--- config.mk ---
export PLATFORM = sky130hd
export DESIGN_NAME = dfc_regs
export DESIGN_NICKNAME = d
export VERILOG_FILES = /design/src/hdl/dfc_pkg.sv /design/src/hdl/dfc_regs.sv
export SDC_FILE = /design/constraint.sdc
export NUM_CORES = 1
export LEC_CHECK = 0
export BUFFER_PORTS_ARGS = -buffer_cell sky130_fd_sc_hd__buf_2
export CORE_UTILIZATION = 30
export CTS_CLUSTER_DIAMETER = 30
export DETAILED_ROUTE_END_ITERATION = 10
export HOLD_SLACK_MARGIN = 0.1
export PLACE_DENSITY_LB_ADDON = 0.1
export SYNTH_ARGS = -nofsm -noshare
export SYNTH_HDL_FRONTEND = slang
export SYNTH_SLANG_ARGS = --single-unit
--- constraint.sdc ---
create_clock -name clk -period 5.4 [get_ports clk]
set_input_delay 0.54 -clock clk [delete_from_list [all_inputs] [get_ports clk]]
set_output_delay 0.54 -clock clk [all_outputs]
set_load 0.03 [all_outputs]
--- src/hdl/dfc_pkg.sv ---
/*
  Package for the diagnostic flag and clock output control register pair.
  Assumes a single 40 MHz clock domain and a word-wide register access port.
*/
package dfc_pkg;
  localparam int unsigned DFC_DATA_W = 24;
  localparam int unsigned DFC_ADDR_W = 8;
  localparam int unsigned DFC_FLAG_N = 13;
  localparam logic [7:0] DFC_ADDR_DIAGNOSTIC_FAULT_FLAGS = 8'h30;
  localparam logic [7:0] DFC_ADDR_CTRL = 8'h31;
  localparam logic [23:0] DFC_DIAGNOSTIC_FAULT_FLAGS_RESET = 24'h000000;
  localparam logic [23:0] DFC_CTRL_RESET = 24'h000000;
  // Field positions
  localparam int unsigned DFC_BIT_POWERDOWN_ALARM_FLAG = 12;
  localparam int unsigned DFC_BIT_EM_ALM = 11;
  localparam int unsigned DFC_BIT_EM2_OPEN = 10;
  localparam int unsigned DFC_BIT_EM1_OPEN = 9;
  localparam int unsigned DFC_BIT_EM_SHORT = 8;
  localparam int unsigned DFC_BIT_NEG_DRIVE_OUTPUT_GND = 7;
  localparam int unsigned DFC_BIT_POS_DRIVE_OUTPUT_GND = 6;
  localparam int unsigned DFC_BIT_PD_OPEN = 5;
  localparam int unsigned DFC_BIT_PD_SHORT = 4;
  localparam int unsigned DFC_BIT_INN_GND = 3;
  localparam int unsigned DFC_BIT_INP_GND = 2;
  localparam int unsigned DFC_BIT_INN_EM = 1;
  localparam int unsigned DFC_BIT_INP_EM = 0;
  localparam int unsigned DFC_BIT_TX3 = 15;
  localparam int unsigned DFC_BIT_SOMI_HIZ = 4;
  localparam int unsigned DFC_BIT_CLK_HIZ = 3;
  localparam int unsigned DFC_DIV_LSB = 0;
  localparam int unsigned DFC_DIV_W = 3;
  // Writable control bits: 15, 4, 3, 2:0
  localparam logic [23:0] DFC_CTRL_MASK = 24'h00801f;
  // Divider codes
  localparam logic [2:0] DFC_DIV2 = 3'h0;
  localparam logic [2:0] DFC_DIV4 = 3'h2;
  localparam logic [2:0] DFC_DIV6 = 3'h3;
  localparam logic [2:0] DFC_DIV8 = 3'h4;
  localparam logic [2:0] DFC_DIV12 = 3'h5;
  localparam logic [2:0] DFC_DIV1 = 3'h7;
  // Half period minus one, in clocks, per divider code
  localparam logic [3:0] DFC_HALF_DIV2 = 4'h0;
  localparam logic [3:0] DFC_HALF_DIV4 = 4'h1;
  localparam logic [3:0] DFC_HALF_DIV6 = 4'h2;
  localparam logic [3:0] DFC_HALF_DIV8 = 4'h3;
  localparam logic [3:0] DFC_HALF_DIV12 = 4'h5;
  localparam int unsigned DFC_CNT_W = 4;
endpackage

--- src/hdl/dfc_regs.sv ---
/*
  Diagnostic fault flag register and emitter / clock output control register.
  Assumes a synchronous word register port driven by the serial interface logic,
  fault levels valid when diagnostics_done_pin_in pulses, and one clock with async reset.
*/
`timescale 1ns/1ps
`default_nettype none
module dfc_regs
  import dfc_pkg::*;
(
  input wire logic clk,
  input wire logic reset_n,
  input wire logic reg_wr,
  input wire logic reg_rd,
  input wire logic [dfc_pkg::DFC_ADDR_W-1:0] reg_addr,
  input wire logic [dfc_pkg::DFC_DATA_W-1:0] reg_wdata,
  output logic [dfc_pkg::DFC_DATA_W-1:0] reg_rdata,
  input wire logic diagnostics_done_pin_in,
  input wire logic [dfc_pkg::DFC_FLAG_N-1:0] fault_in,
  output logic diagnostics_done_pin,
  input wire logic serial_data_in,
  output logic serial_data_out_pin,
  output logic serial_data_out_oe,
  output logic divided_clock_output,
  output logic divided_clock_out_oe,
  input wire logic timing_pos_ctrl,
  input wire logic timing_neg_ctrl,
  output logic bridge_pos_drive_pin,
  output logic bridge_neg_drive_pin,
  output logic third_emitter_drive_pin
);
  import dfc_pkg::*;

  // Latched fault flags and the stored control fields
  logic [DFC_FLAG_N-1:0] diagnostic_fault_flags_flags;
  logic third_emitter_select;
  logic serial_out_hiz;
  logic divided_clock_out_hiz;
  logic [DFC_DIV_W-1:0] input_clock_divider_code;
  // Divider state
  // Counter wide enough for the divide-by-12 half period
  logic [DFC_CNT_W-1:0] div_cnt;
  logic div_phase;
  logic [DFC_CNT_W-1:0] half_last;
  genvar gi;

  // Decode; the status address has no write path, so host writes fall away
  // Reads have no side effect on any flag
  wire sel_diagnostic_fault_flags = (reg_addr == DFC_ADDR_W'(DFC_ADDR_DIAGNOSTIC_FAULT_FLAGS));
  wire sel_ctrl = (reg_addr == DFC_ADDR_W'(DFC_ADDR_CTRL));
  wire ctrl_wr = reg_wr & sel_ctrl;

  // Named status fields
  wire powerdown_alarm_flag = diagnostic_fault_flags_flags[DFC_BIT_POWERDOWN_ALARM_FLAG];
  wire emitter_alarm_flag = diagnostic_fault_flags_flags[DFC_BIT_EM_ALM];
  wire emitter_two_open_flag = diagnostic_fault_flags_flags[DFC_BIT_EM2_OPEN];
  wire emitter_one_open_flag = diagnostic_fault_flags_flags[DFC_BIT_EM1_OPEN];
  wire emitter_short_flag = diagnostic_fault_flags_flags[DFC_BIT_EM_SHORT];
  wire neg_output_ground_short_flag = diagnostic_fault_flags_flags[DFC_BIT_NEG_DRIVE_OUTPUT_GND];
  wire pos_output_ground_short_flag = diagnostic_fault_flags_flags[DFC_BIT_POS_DRIVE_OUTPUT_GND];
  wire photodiode_open_flag = diagnostic_fault_flags_flags[DFC_BIT_PD_OPEN];
  wire photodiode_short_flag = diagnostic_fault_flags_flags[DFC_BIT_PD_SHORT];
  wire neg_input_ground_short_flag = diagnostic_fault_flags_flags[DFC_BIT_INN_GND];
  wire pos_input_ground_short_flag = diagnostic_fault_flags_flags[DFC_BIT_INP_GND];
  wire neg_input_emitter_short_flag = diagnostic_fault_flags_flags[DFC_BIT_INN_EM];
  wire pos_input_emitter_short_flag = diagnostic_fault_flags_flags[DFC_BIT_INP_EM];

  // Upper status positions are constant zero
  wire [DFC_DATA_W-1:0] diagnostic_fault_flags_word = {
    {(DFC_DATA_W-DFC_FLAG_N){1'b0}},
    powerdown_alarm_flag,
    emitter_alarm_flag,
    emitter_two_open_flag,
    emitter_one_open_flag,
    emitter_short_flag,
    neg_output_ground_short_flag,
    pos_output_ground_short_flag,
    photodiode_open_flag,
    photodiode_short_flag,
    neg_input_ground_short_flag,
    pos_input_ground_short_flag,
    neg_input_emitter_short_flag,
    pos_input_emitter_short_flag
  };

  // Unused control positions are never stored, so they always read zero
  wire [DFC_DATA_W-1:0] ctrl_word = {
    8'h00,
    third_emitter_select,
    10'h000,
    serial_out_hiz,
    divided_clock_out_hiz,
    input_clock_divider_code
  };

  // Unmapped addresses read zero
  wire [DFC_DATA_W-1:0] next_rdata = sel_diagnostic_fault_flags ? diagnostic_fault_flags_word :
                                     sel_ctrl ? ctrl_word :
                                     '0;

  // Field values taken from a control write
  wire next_third_emitter_select = reg_wdata[DFC_BIT_TX3];
  wire next_serial_out_hiz = reg_wdata[DFC_BIT_SOMI_HIZ];
  wire next_divided_clock_out_hiz = reg_wdata[DFC_BIT_CLK_HIZ];
  wire [DFC_DIV_W-1:0] next_input_clock_divider_code =
    reg_wdata[DFC_DIV_LSB +: DFC_DIV_W];

  // Half period in clocks minus one; unused codes fall back to divide by 2
  always_comb begin
    case (input_clock_divider_code)
      DFC_DIV2: half_last = DFC_HALF_DIV2;
      DFC_DIV4: half_last = DFC_HALF_DIV4;
      DFC_DIV6: half_last = DFC_HALF_DIV6;
      DFC_DIV8: half_last = DFC_HALF_DIV8;
      DFC_DIV12: half_last = DFC_HALF_DIV12;
      // Codes 1 and 6 are not to be used; treat them as divide by 2
      default: half_last = DFC_HALF_DIV2;
    endcase
  end
  // Wrap test uses >= so a code change mid-count cannot overrun
  wire div_by_one = (input_clock_divider_code == DFC_DIV1);
  wire div_wrap = (div_cnt >= half_last);
  wire [DFC_CNT_W-1:0] next_div_cnt = div_wrap ? '0 : div_cnt + 4'h1;
  wire next_div_phase = div_wrap ? ~div_phase : div_phase;

  // Divide by 1 would need the raw clock on a pin; a registered output
  // cannot carry it, so it is approximated by the fastest toggle.
  wire next_divided_clock_output = div_by_one ? ~divided_clock_output : div_phase;
  wire next_divided_clock_out_oe = ~divided_clock_out_hiz;
  wire next_serial_data_out_oe = ~serial_out_hiz;

  // Emitter routing; drive current limit in third-emitter mode is the host's duty
  // Bridge pins stay low while the third emitter owns the controls
  wire next_bridge_pos = third_emitter_select ? 1'b0 : timing_pos_ctrl;
  wire next_bridge_neg = third_emitter_select ? 1'b0 : timing_neg_ctrl;
  wire next_third_emitter = third_emitter_select ? timing_pos_ctrl : 1'b0;

  // Read data is captured, giving a one-cycle read latency
  always_ff @(posedge clk or negedge reset_n) begin
    if (!reset_n) begin
      reg_rdata <= '0;
    end else if (reg_rd) begin
      reg_rdata <= next_rdata;
    end
  end

  // Control fields load only on a write to the control address
  always_ff @(posedge clk or negedge reset_n) begin
    if (!reset_n) begin
      third_emitter_select <= DFC_CTRL_RESET[DFC_BIT_TX3];
    end else if (ctrl_wr) begin
      third_emitter_select <= next_third_emitter_select;
    end
  end

  // Serial output three-state field
  always_ff @(posedge clk or negedge reset_n) begin
    if (!reset_n) begin
      serial_out_hiz <= DFC_CTRL_RESET[DFC_BIT_SOMI_HIZ];
    end else if (ctrl_wr) begin
      serial_out_hiz <= next_serial_out_hiz;
    end
  end

  // Clock output three-state field
  always_ff @(posedge clk or negedge reset_n) begin
    if (!reset_n) begin
      divided_clock_out_hiz <= DFC_CTRL_RESET[DFC_BIT_CLK_HIZ];
    end else if (ctrl_wr) begin
      divided_clock_out_hiz <= next_divided_clock_out_hiz;
    end
  end

  // Divider code field
  always_ff @(posedge clk or negedge reset_n) begin
    if (!reset_n) begin
      input_clock_divider_code <= DFC_CTRL_RESET[DFC_DIV_LSB +: DFC_DIV_W];
    end else if (ctrl_wr) begin
      input_clock_divider_code <= next_input_clock_divider_code;
    end
  end

  // One flop per flag; each snapshots its fault level at sequence end
  generate
    for (gi = 0; gi < DFC_FLAG_N; gi++) begin : g_flag
      always_ff @(posedge clk or negedge reset_n) begin
        if (!reset_n) begin
          diagnostic_fault_flags_flags[gi] <= DFC_DIAGNOSTIC_FAULT_FLAGS_RESET[gi];
        end else if (diagnostics_done_pin_in) begin
          diagnostic_fault_flags_flags[gi] <= fault_in[gi];
        end
      end
    end
  endgenerate

  // Done pin is a registered copy of the end strobe
  always_ff @(posedge clk or negedge reset_n) begin
    if (!reset_n) begin
      diagnostics_done_pin <= 1'b0;
    end else begin
      diagnostics_done_pin <= diagnostics_done_pin_in;
    end
  end

  // Divider count restarts at its wrap point
  always_ff @(posedge clk or negedge reset_n) begin
    if (!reset_n) begin
      div_cnt <= '0;
    end else begin
      div_cnt <= next_div_cnt;
    end
  end

  // Divider phase flips at each wrap
  always_ff @(posedge clk or negedge reset_n) begin
    if (!reset_n) begin
      div_phase <= 1'b0;
    end else begin
      div_phase <= next_div_phase;
    end
  end

  // Pin drivers; every output leaves a flop
  always_ff @(posedge clk or negedge reset_n) begin
    if (!reset_n) begin
      divided_clock_output <= 1'b0;
    end else begin
      divided_clock_output <= next_divided_clock_output;
    end
  end

  // Clock output enable, low during reset
  always_ff @(posedge clk or negedge reset_n) begin
    if (!reset_n) begin
      divided_clock_out_oe <= 1'b0;
    end else begin
      divided_clock_out_oe <= next_divided_clock_out_oe;
    end
  end

  // Serial data output is a plain registered copy
  always_ff @(posedge clk or negedge reset_n) begin
    if (!reset_n) begin
      serial_data_out_pin <= 1'b0;
    end else begin
      serial_data_out_pin <= serial_data_in;
    end
  end

  // Serial output enable, low during reset
  always_ff @(posedge clk or negedge reset_n) begin
    if (!reset_n) begin
      serial_data_out_oe <= 1'b0;
    end else begin
      serial_data_out_oe <= next_serial_data_out_oe;
    end
  end

  // Emitter pins, registered so they share one cycle of lag
  always_ff @(posedge clk or negedge reset_n) begin
    if (!reset_n) begin
      bridge_pos_drive_pin <= 1'b0;
    end else begin
      bridge_pos_drive_pin <= next_bridge_pos;
    end
  end

  // Negative bridge pin
  always_ff @(posedge clk or negedge reset_n) begin
    if (!reset_n) begin
      bridge_neg_drive_pin <= 1'b0;
    end else begin
      bridge_neg_drive_pin <= next_bridge_neg;
    end
  end

  // Third emitter pin
  always_ff @(posedge clk or negedge reset_n) begin
    if (!reset_n) begin
      third_emitter_drive_pin <= 1'b0;
    end else begin
      third_emitter_drive_pin <= next_third_emitter;
    end
  end
endmodule
`default_nettype wire

Word-level counts from Yosys, hierarchy flattened. Index checks and enable logic that the tools add are counted. Widths: inputs -> output; s select.

Order comparisons: 1. Eq/ne operators: 7. Add/sub/neg operators: 1. Bitwise logic cells: 5. Multiplexer cells: 8.

Operator list (number): $mux 16 (2); $eq 8x6->1 const B (2); $pmux 3 s4 (1); $eq 3x3->1 const B (3); $eq 3x2->1 const B (2); $add 4x1->4 const B (1); $ge 4x4->1 (1); $mux 1 (4); $mux 4 (1); $not 1->1 (4); $and 1x1->1 (1).

Word-level logic and storage cells: 50. Register bits: 56. Output and inout bits: 32. Input bits: 53.

Longest topological paths before layout. Gate-level depths: netlist of run 1.

Depth after elaboration: 4. Mapped depth: 10. Depth with buffers taken out: 9.

Worst setup path before layout of run 1. No wires, ideal clock.

Path kind: register to register. From: reg input_clock_divider_code[1]. To: reg div_phase. Slack: 3.293 ns. Setup time: 0.127 ns. Cell stages (with the launch flop): 10. Period minus slack after synthesis: 2.107 ns. Arrival: 1.980 ns. Data required time: 5.273 ns. Path through: dfrtp_1 > clkbuf_1 > inv_1 > ha_1 > nor2_1 > ha_1 > nand2b_1 > a21o_1 > a211o_1 > xor2_1.

Cells in the longest elaborated chain, start to end: 3.

Ends and longest elaborated chain: start, declared (RTL line dfc_regs.sv:39) `logic [DFC_DIV_W-1:0] input_clock_divider_code;`; start signal, assigned (RTL line dfc_regs.sv:177) `input_clock_divider_code <= DFC_CTRL_RESET[DFC_DIV_LSB +: DFC_DIV_W];`; start signal, assigned (RTL line dfc_regs.sv:179) `input_clock_divider_code <= next_input_clock_divider_code;`; $eq 3x3->1 / $eq 3x2->1 (equally long branches) (RTL line dfc_regs.sv:110) `case (input_clock_divider_code)`; $pmux 3 s4 (*) (RTL line dfc_regs.sv:110); $ge 4x4->1 (*) (RTL line dfc_regs.sv:122) `wire div_wrap = (div_cnt >= half_last);`; end signal, assigned (RTL line dfc_regs.sv:219) `div_phase <= next_div_phase;`; end, declared (RTL line dfc_regs.sv:43) `logic div_phase;`.

Every way passes the cells marked *; elsewhere a longest branch is shown, timed or not. A chain may end at the register's enable or synchronous reset.

Worst setup path after layout of run 1. Ends and elaborated chain as after synthesis.

==> results of run 1 <==
## through the flow
step                worst slack (ns)  hold slack (ns)   util  instance area [um2]  instances
global route                    3.05            0.334  0.385                 2340        278
CTS                             3.21            0.333  0.385                 2340        278
finish                          3.23            0.346  0.385                 2340        278
floorplan                       3.29            0.244      -                 1970        153
global placement                3.27            0.434  0.370                 2250        270
detailed placement              3.23            0.443  0.370                 2250        270
## power groups by stage
stage,logic (mW),clock network [mW],registers (mW)
6_report,0.0654,0.214,0.371
5_1_grt,0.0730,0.237,0.374
4_1_cts,0.0670,0.229,0.371
3_5_place_dp,0.0667,0,0.378
3_3_place_gp,0.0645,0,0.377
2_1_floorplan,0.0379,0,0.383
## area by class of cell
type                    count  share of cell area
clock buffers               7              0.0368
clock inverters             1             0.00213
multi-input cells          86               0.298
repair buffers             57               0.123
well taps                  75              0.0400
inverters                   6             0.00961
flip-flops and latches     46               0.491
## per-layer routing
layer,track usage,share of wire
met2,0.207,0.48
met4,0.0368,0.010
met5,0,0
met1,0.155,0.44
met3,0.0516,0.066
## worst max-delay path, stage by stage, from the launching register on
cell and delay (ns):
dfrtp_1 0.47, inv_1 0.07, ha_1 0.33, nor2_1 0.12, ha_1 0.23, nand2b_1 0.14
a21o_1 0.18, a211o_1 0.36, xor2_1 0.16
## worst paths after layout
kind	start	end	slack, ns	depth (start not counted)
max in group asynchronous	reset_n	reg_rdata[10]	4.35	1
setup reg to reg	input_clock_divider_code[1]	div_phase	3.23	8
hold / removal	serial_data_in	serial_data_out_pin	0.35	1
hold reg to reg	divided_clock_out_hiz	divided_clock_out_oe	0.45	1
min in group asynchronous	reset_n	divided_clock_output	0.41	1
setup / recovery	input_clock_divider_code[1]	div_phase	3.23	8
## logic make-up (layout without fill, tap and decap cells)
kind of cell               count (synthesis)  count (layout)  synth area share
AOI/OAI and AO/OA                         19              19            0.0838
xor gates and xnor gates                   2               2           0.00903
adders and majority gates                  5               5            0.0322
buffers and inverters                     21              71            0.0645
DFF                                       46              46             0.593
muxes                                     19              19             0.112
other                                      1              10           0.00193
and+or+nand+nor                           31              31             0.103
## cells in the mapped netlist
cell      count  area, um2
nand2_2       1       6.26
nor4b_4       1       23.8
o21ai_0       2       10.0
nor2_1        8       30.0
a21oi_1       1       5.00
buf_1         1       3.75
a22o_1        9       78.8
a211o_1       1       8.76
or4b_4        1       13.8
inv_1         6       22.5
nor2b_1       2       12.5
nor4_2        1       12.5
buf_6         1       11.3
nand2b_1      4       25.0
buf_4        10       75.1
and2_1        1       6.26
ha_1          5       62.6
a221o_2       2       22.5
and2_0        1       6.26
a21o_1        1       7.51
and2_2        5       37.5
buf_2         1       5.00
xor2_1        1       8.76
nand2_1       3       11.3
conb_1        1       3.75
dfrtp_1      46       1150
clkbuf_1      2       7.51
a221o_1       3       30.0
xnor2_1       1       8.76
mux2_2       18        203
nand3_1       3       15.0
mux2_4        1       15.0
==> impl_metrics.env, run 1 <==
export IMPL_clkTransAtPathRegs_ns=0.09
export IMPL_tightest_slew_ns=1.02
export IMPL_grt_start_max_net_pins=47
export IMPL_cts_max_level=2
export IMPL_end_kind="flop"
export IMPL_hold_violations=0
export IMPL_ys_types=32
export IMPL_dpl_hpwl_mm=2.79
export IMPL_place_congestion=0.703
export IMPL_rsz0062_at_grt="false"
export IMPL_switchingPower_uw=160
export IMPL_port_buffer_count=56
export IMPL_cts_made_buffers=5
export IMPL_yosys_warnings=0
export IMPL_regMostFlops="reg_rdata"
export IMPL_cts_setup_buffers=0
export IMPL_clk_path_buf_depth=2
export IMPL_diodes=0
export IMPL_largest_register_ffs=14
export IMPL_power_internal_uw=491
export IMPL_cp_data_required_time_ns=5.59
export IMPL_multi_input_area_um2=698
export IMPL_firstDrtPassIters=4
export IMPL_period_share=0.402
export IMPL_power_frac_clock=0.329
export IMPL_drt_iter0_drc=61
export IMPL_tns_ns=0
export IMPL_leakagePower_nw=1.18
export IMPL_maxSlewHeadroom=0.320
export IMPL_cp_arrival_ns=2.36
export IMPL_worstSetupPathType="flop to flop"
export IMPL_initial_core_util=0.318
export IMPL_p_seq_frac=0.570
export IMPL_hold_class="primary input to flop"
export IMPL_fp_dieArea_um2=6790
export IMPL_synth_seq_cells=46
export IMPL_ctsHoldBuffers=0
export IMPL_start_kind="flop"
export IMPL_finalPower_uw=650
export IMPL_fill_cells=608
export IMPL_synth_area_um2=1940
export IMPL_power_density_nw_per_um2=277
export IMPL_power_frac_comb=0.101
export IMPL_seq_area_um2=1150
export IMPL_timing_final_crit_period_ns=2.17
export IMPL_status="completed"
export IMPL_die_w_um=82.4
export IMPL_fp_dieH_um=82.4
export IMPL_cts_tree="yes"
export IMPL_antenna_found_initial=0
export IMPL_switching_share=0.246
export IMPL_nets=260
export IMPL_area_growth_pct=20.8
export IMPL_synthCells=144
export IMPL_cp_max_fo=8
export IMPL_drive_gt1_frac=0.463
export IMPL_grt_pass1_vias=1243
export IMPL_wirelength_mm=3.84
export IMPL_ios=85
export IMPL_rows=28
export IMPL_drtAntennaViolNets=0
export IMPL_clock_sinks=46
export IMPL_drv_cap=0
export IMPL_root_buffer="clkbuf_8"
export IMPL_core_area_um2=6100
export IMPL_track_usage=0.128
export IMPL_clkLatencyLatePin_ns=0.30
export IMPL_seq_area_frac_synth=0.593
export IMPL_slew_violations=0
export IMPL_vdd_ir_drop_max_v=0.000124
export IMPL_cts_resized=0
export IMPL_post_drt_via_cell_ratio=4.53
export IMPL_layout_common_cells="buf_2 (56), dfrtp_1 (46), mux2_2 (18)"
export IMPL_wl_per_cell_um=13.8
export IMPL_avgSynthCellArea_um2=13.5
export IMPL_clock_skew_ns=0.0108
export IMPL_max_freq_mhz=461
export IMPL_grt_pass1_wl_mm=6.26
export IMPL_vias=1259
export IMPL_overflow=0
export IMPL_final_common_cell="buf_2"
export IMPL_setup_violations=0
export IMPL_largest_registers="reg_rdata (14), div_cnt (4), input_clock_divider_code (3)"
export IMPL_drc=0
Power figures use the tool's default switching activity.
==> run 2: changes to the inputs <==
--- a/config.mk
+++ b/config.mk
@@ -5,6 +5,7 @@
 export SDC_FILE = /design/constraint.sdc
 export NUM_CORES = 1
 export LEC_CHECK = 0
+export ABC_AREA = 1
 export BUFFER_PORTS_ARGS = -buffer_cell sky130_fd_sc_hd__buf_2
 export CORE_UTILIZATION = 30
 export CTS_CLUSTER_DIAMETER = 30
==> constraint.sdc (replaced) <==
create_clock -name clk -period 1.9 [get_ports clk]
set_input_delay 0.19 -clock clk [delete_from_list [all_inputs] [get_ports clk]]
set_output_delay 0.19 -clock clk [all_outputs]
set_load 0.03 [all_outputs]
==> impl_metrics.env, run 2 <==
export IMPL_post_drt_via_cell_ratio=4.11
export IMPL_wl_per_cell_um=11.2
export IMPL_clkLatencyLatePin_ns=0.29
export IMPL_grt_start_max_net_pins=25
export IMPL_cp_slowest_cell="dfrtp_1"
export IMPL_final_cells=380
export IMPL_track_usage=0.128
export IMPL_hold_slack_ns=0.125
export IMPL_rows=30
export IMPL_grt_pass1_wl_mm=7.16
export IMPL_drive_gt1_frac=0.394
export IMPL_crit_path_max_incr_delay_ns=0.39
export IMPL_clk_path_buf_depth=2
export IMPL_power_frac_clock=0.288
export IMPL_period_share=0.994
export IMPL_hold_violations=0
export IMPL_tns_ns=0
export IMPL_initial_core_util=0.310
export IMPL_synth_seq_cells=46
export IMPL_cp_max_fo=5
export IMPL_worstSetupPathType="flop to flop"
export IMPL_drc=0
export IMPL_finalWorstSetupSlack_ns=0.0123
export IMPL_rsz0062_at_grt="true"
export IMPL_avgSynthCellArea_um2=10.0
export IMPL_ios=85
export IMPL_largest_registers="reg_rdata (14), div_cnt (4), input_clock_divider_code (3)"
export IMPL_root_buffer="clkbuf_8"
export IMPL_cp_top_family="adder cells"
export IMPL_slew_violations=0
export IMPL_clkTransAtPathRegs_ns=0.08
export IMPL_finalPower_mw=1.93
export IMPL_leakagePower_nw=1.46
export IMPL_hold_class="primary input to flop"
export IMPL_die_w_um=85.8
export IMPL_place_congestion=0.715
export IMPL_dpl_hpwl_mm=3.11
export IMPL_fin_util=0.399
export IMPL_synth_edff_count=0
export IMPL_ys_types=26
export IMPL_core_area_um2=6790
export IMPL_grt_pass1_vias=1469
export IMPL_diodes=0
export IMPL_nets=342
export IMPL_drv_cap=0
export IMPL_port_buffer_count=56
export IMPL_timing_final_crit_period_ns=1.89
export IMPL_area_growth_pct=28.8
export IMPL_yosys_warnings=0
export IMPL_switchingPower_uw=521
export IMPL_max_freq_mhz=530
export IMPL_wirelength_mm=4.26
export IMPL_switching_share=0.270
export IMPL_p_seq_frac=0.553
export IMPL_clock_skew_ns=0.00478
export IMPL_start_kind="flop"
export IMPL_cts_made_buffers=5
export IMPL_antenna_found_initial=0
export IMPL_crit_top_cell="nand2_1"
export IMPL_place_inst=362
export IMPL_yosysMostFrequentCell="nand2_1"
export IMPL_synth_commonest_cells="nand2_1 (48), dfrtp_1 (46), inv_1 (19), nand3_1 (15), mux2_2 (13)"
export IMPL_cp_data_required_time_ns=2.08
export IMPL_fp_dieArea_um2=7360
export IMPL_fp_dieH_um=85.8
export IMPL_power_internal_mw=1.41
export IMPL_clock_sinks=46
export IMPL_final_common_cell="buf_2"
export IMPL_setup_violations=0
export IMPL_path_cells="inv_2 > ha_4 > nor3_4 > a21oi_2 > ha_1 > inv_1 > nor2_2 > o21ai_2 > nand3_2 > nand2_1 > nand2_1"
export IMPL_end_kind="flop"
export IMPL_layout_common_cells="buf_2 (56), nand2_1 (48), dfrtp_1 (46)"
export IMPL_status="completed"
export IMPL_power_density_nw_per_um2=711
export IMPL_largest_register_ffs=14
export IMPL_cts_tree="yes"
export IMPL_drtAntennaViolNets=0
export IMPL_synth_top_cell_area_share=0.547
export IMPL_fin_area_um2=2710
export IMPL_async_reset_ff_frac=1.00
export IMPL_yosys_most_used_dff="dfrtp_1"
export IMPL_power_frac_comb=0.159
export IMPL_cts_max_level=2
export IMPL_regMostFlops="reg_rdata"
export IMPL_overflow=0
export IMPL_seq_area_frac_synth=0.547
export IMPL_cp_arrival_ns=2.07
export IMPL_cp_buffers_inverters=2
export IMPL_synthCells=210
export IMPL_dpl_instance_area_um2=2500
export IMPL_synth_area_um2=2110
export IMPL_pre_cts_ws_ns=-0.0462
export IMPL_firstDrtPassIters=4
export IMPL_yosysTopAreaCell="dfrtp_1"
export IMPL_vias=1560
export IMPL_vdd_ir_drop_max_v=0.000365
export IMPL_drt_iter0_drc=44
export IMPL_synth_area_leaders="dfrtp_1 (55%), nand2_1 (8.6%), mux2_2 (7.0%)"
-- run 2: cell count changes after synthesis, moves of 3 or more --
| cell | delta |
|---|---|
| a221o_1 | -3 |
| a22o_1 | -9 |
| and2_2 | -5 |
| inv_1 | +13 |
| inv_2 | +3 |
| mux2_2 | -5 |
| nand2_1 | +45 |
| nand2_2 | +7 |
| nand2b_1 | -4 |
| nand3_1 | +12 |
| o21ai_1 | +9 |
| o21ai_2 | +4 |
-- run 2: path summary, 6_finish.rpt --
check / end / from / depth (start not counted) / slack (ns)
min in group asynchronous: emitter_alarm_flag / reset_n / 2 / 0.27
setup / recovery: div_phase / input_clock_divider_code[1] / 11 / 0.01
hold reg to reg: divided_clock_out_oe / divided_clock_out_hiz / 1 / 0.46
setup reg to reg: div_phase / input_clock_divider_code[1] / 11 / 0.01
hold / removal: pos_output_ground_short_flag / fault_in[6] / 2 / 0.12
max in group asynchronous: div_cnt[0] / reset_n / 3 / 1.14
-- run 2: area by class of cell --
cell class / count / area (um2)
clock buffer: 5 / 68.8
clock inverter: 2 / 10.0
fill: 701 / 4080
inverter: 22 / 82.6
multi-input combinational: 136 / 836
sequential: 46 / 1150
tap: 96 / 120
timing repair buffer: 73 / 443
-- run 2: cells by family after synthesis --
| logic type | after synthesis | share of synthesized area |
|---|---|---|
| other | 1 | 0.00178 |
| buffers and inverters | 37 | 0.0939 |
| XOR/XNOR | 1 | 0.00416 |
| AO/OA/AOI/OAI | 19 | 0.0523 |
| AND/OR/NAND/NOR | 88 | 0.202 |
| multiplexers | 13 | 0.0695 |
| adder cells (fa/ha/maj) | 5 | 0.0297 |
| flip-flops | 46 | 0.547 |
-- run 2: layer usage --
metal | global-route usage | up-vias | part of all wire
li1 | - | 791 | -
met1 | 0.170 | 722 | 0.46
met2 | 0.205 | 40 | 0.49
met3 | 0.0318 | 7 | 0.043
met4 | 0.0409 | 0 | 0.012
met5 | 0 | - | 0
-- run 2: repair_timing --
item                                   in CTS  in global routing
hold buffers                                7                  2
setup endpoints to repair                   5                  5
setup buffers                               1                  1
pin swaps                                   3                  5
endpoints found under the hold margin      53                  2
gates resized for setup                     4                  2
-- run 2: power groups by stage --
stage               logic, mW  clock network [mW]  registers [mW]
floorplan               0.149                   0            1.12
global placement        0.284                   0            1.08
detailed placement      0.285                   0            1.09
CTS                     0.307               0.591            1.07
global route            0.339               0.629            1.07
finish                  0.307               0.554            1.07
==> run 3: changes to the inputs <==
==> constraint.sdc (replaced) <==
create_clock -name clk -period 1.8 [get_ports clk]
set_input_delay 0.18 -clock clk [delete_from_list [all_inputs] [get_ports clk]]
set_output_delay 0.18 -clock clk [all_outputs]
set_load 0.03 [all_outputs]
==> impl_metrics.env, run 3 (synthesis results as in run 2) <==
export IMPL_firstDrtPassIters=7
export IMPL_start_kind="flop"
export IMPL_wirelength_mm=4.36
export IMPL_nets=351
export IMPL_die_w_um=85.8
export IMPL_place_inst=363
export IMPL_antenna_found_initial=0
export IMPL_place_congestion=0.709
export IMPL_tns_ns=-0.0218
export IMPL_wl_per_cell_um=11.2
export IMPL_drive_gt1_frac=0.401
export IMPL_vdd_ir_drop_max_v=0.000288
export IMPL_cts_tree="yes"
export IMPL_setup_violations=1
export IMPL_hold_class="primary input to flop"
export IMPL_cp_arrival_ns=2.02
export IMPL_crit_path_start="input_clock_divider_code[2]"
export IMPL_power_density_nw_per_um2=793
export IMPL_vias=1589
export IMPL_finalPower_mw=2.25
export IMPL_r2r_cells=9
export IMPL_violations="design-rule violations, negative setup slack"
export IMPL_grt_pass1_vias=1629
export IMPL_drtAntennaViolNets=0
export IMPL_clock_sinks=46
export IMPL_clk_path_buf_depth=2
export IMPL_drc=1
export IMPL_seq_area_um2=1150
export IMPL_crit_end="div_phase"
export IMPL_dpl_hpwl_mm=3.00
export IMPL_drv_cap=0
export IMPL_port_buffer_count=56
export IMPL_clkTransAtPathRegs_ns=0.09
export IMPL_cts_max_level=2
export IMPL_post_drt_via_cell_ratio=4.07
export IMPL_cts_made_buffers=5
export IMPL_grt_pass1_wl_mm=7.57
export IMPL_period_share=1.01
export IMPL_initial_core_util=0.310
export IMPL_final_common_cell="buf_2"
export IMPL_fp_dieH_um=85.8
export IMPL_rows=30
export IMPL_reg2reg_from="input_clock_divider_code[2]"
export IMPL_track_usage=0.135
export IMPL_multi_input_area_um2=847
export IMPL_largest_register_ffs=14
export IMPL_grt_start_max_net_pins=47
export IMPL_core_area_um2=6790
export IMPL_area_growth_pct=34.8
export IMPL_drt_iter0_drc=44
export IMPL_rrSetupSlack_ns=-0.02
export IMPL_clkLatencyLatePin_ns=0.30
export IMPL_diodes=0
export IMPL_finalWorstSetupSlack_ns=-0.0218
export IMPL_worstSetupPathType="flop to flop"
export IMPL_regMostFlops="reg_rdata"
export IMPL_fp_dieArea_um2=7360
export IMPL_reg2reg_to="div_phase"
export IMPL_root_buffer="clkbuf_8"
export IMPL_fill_cells=712
export IMPL_leakagePower_nw=1.50
export IMPL_max_freq_mhz=549
export IMPL_status="complete, but fails checks"
export IMPL_cp_data_required_time_ns=2.00
export IMPL_largest_registers="reg_rdata (14), div_cnt (4), input_clock_divider_code (3)"
export IMPL_rsz0062_at_grt="true"
export IMPL_end_kind="flop"
export IMPL_ios=85
export IMPL_hold_violations=0
export IMPL_slew_violations=0
export IMPL_timing_final_crit_period_ns=1.82
export IMPL_cp_max_fo=5
export IMPL_layout_common_cells="buf_2 (56), nand2_1 (48), dfrtp_1 (45)"
export IMPL_clock_skew_ns=0.00732
export IMPL_final_cells=390
export IMPL_overflow=0
run 3: final cells by class:
type | instances | area share
multi-input combinational | 136 | 0.299
clock inverter | 2 | 0.0132
timing repair buffer | 82 | 0.185
tap | 96 | 0.0423
inverter | 22 | 0.0291
clock buffer | 6 | 0.0256
sequential | 46 | 0.406
run 3: per-stage QoR:
step | setup WS (ns) | utilization | cell area, um2 | hold WS (ns)
final | -0.0218 | 0.418 | 2840 | 0.103
after detailed placement | -0.142 | 0.369 | 2510 | 0.187
after global routing | -0.178 | 0.418 | 2840 | 0.104
after global placement | -0.0946 | 0.369 | 2510 | 0.186
after CTS | -0.0659 | 0.412 | 2800 | 0.101
after floorplan | -0.0328 | - | 2160 | -0.116
run 3: power by group:
group          total (mW)  internal (mW)  leakage (nW)  switching (mW)
Sequential           1.12           1.09         0.573          0.0301
Combinational       0.350          0.148         0.875           0.202
Clock               0.777          0.415        0.0514           0.363
Total                2.25           1.66          1.50           0.595
run 3: worst max-delay path: stages, from the launching register on:
cell and delay [ns]:
dfrtp_2 0.45, buf_4 0.15, nor4_4 0.25, a21oi_2 0.05
ha_1 0.31, buf_4 0.14, nand3_1 0.10, nand3_2 0.13
nand2_1 0.09, nand2_1 0.05
run 3: how the worst min path moves through the flow:
stage,from,to,slack [ns],cells past startpoint
6_report,reg_wdata[0],input_clock_divider_code[0],0.10,3
5_1_grt,fault_in[6],pos_output_ground_short_flag,0.10,2
4_1_cts,fault_in[7],neg_output_ground_short_flag,0.10,2
3_5_place_dp,reset_n,serial_data_out_pin,0.19,2
3_3_place_gp,reset_n,serial_data_out_pin,0.19,2
2_1_floorplan,reset_n,bridge_neg_drive_pin,-0.12,0
run 3: repair_timing:
item	4_1_cts	5_1_grt
gates cloned	0	0
buffers inserted	4	0
endpoints found under the hold margin	58	3
endpoints found under the setup margin	5	5
gates resized for setup	6	4
pin swaps	4	1
hold buffers	12	3
run 3: per-layer routing:
metal	track usage	up-vias	wire length, um
li1	-	811	-
met1	0.172	731	2120
met2	0.223	43	2010
met3	0.0356	4	173
met4	0.0455	0	50
met5	0	-	0
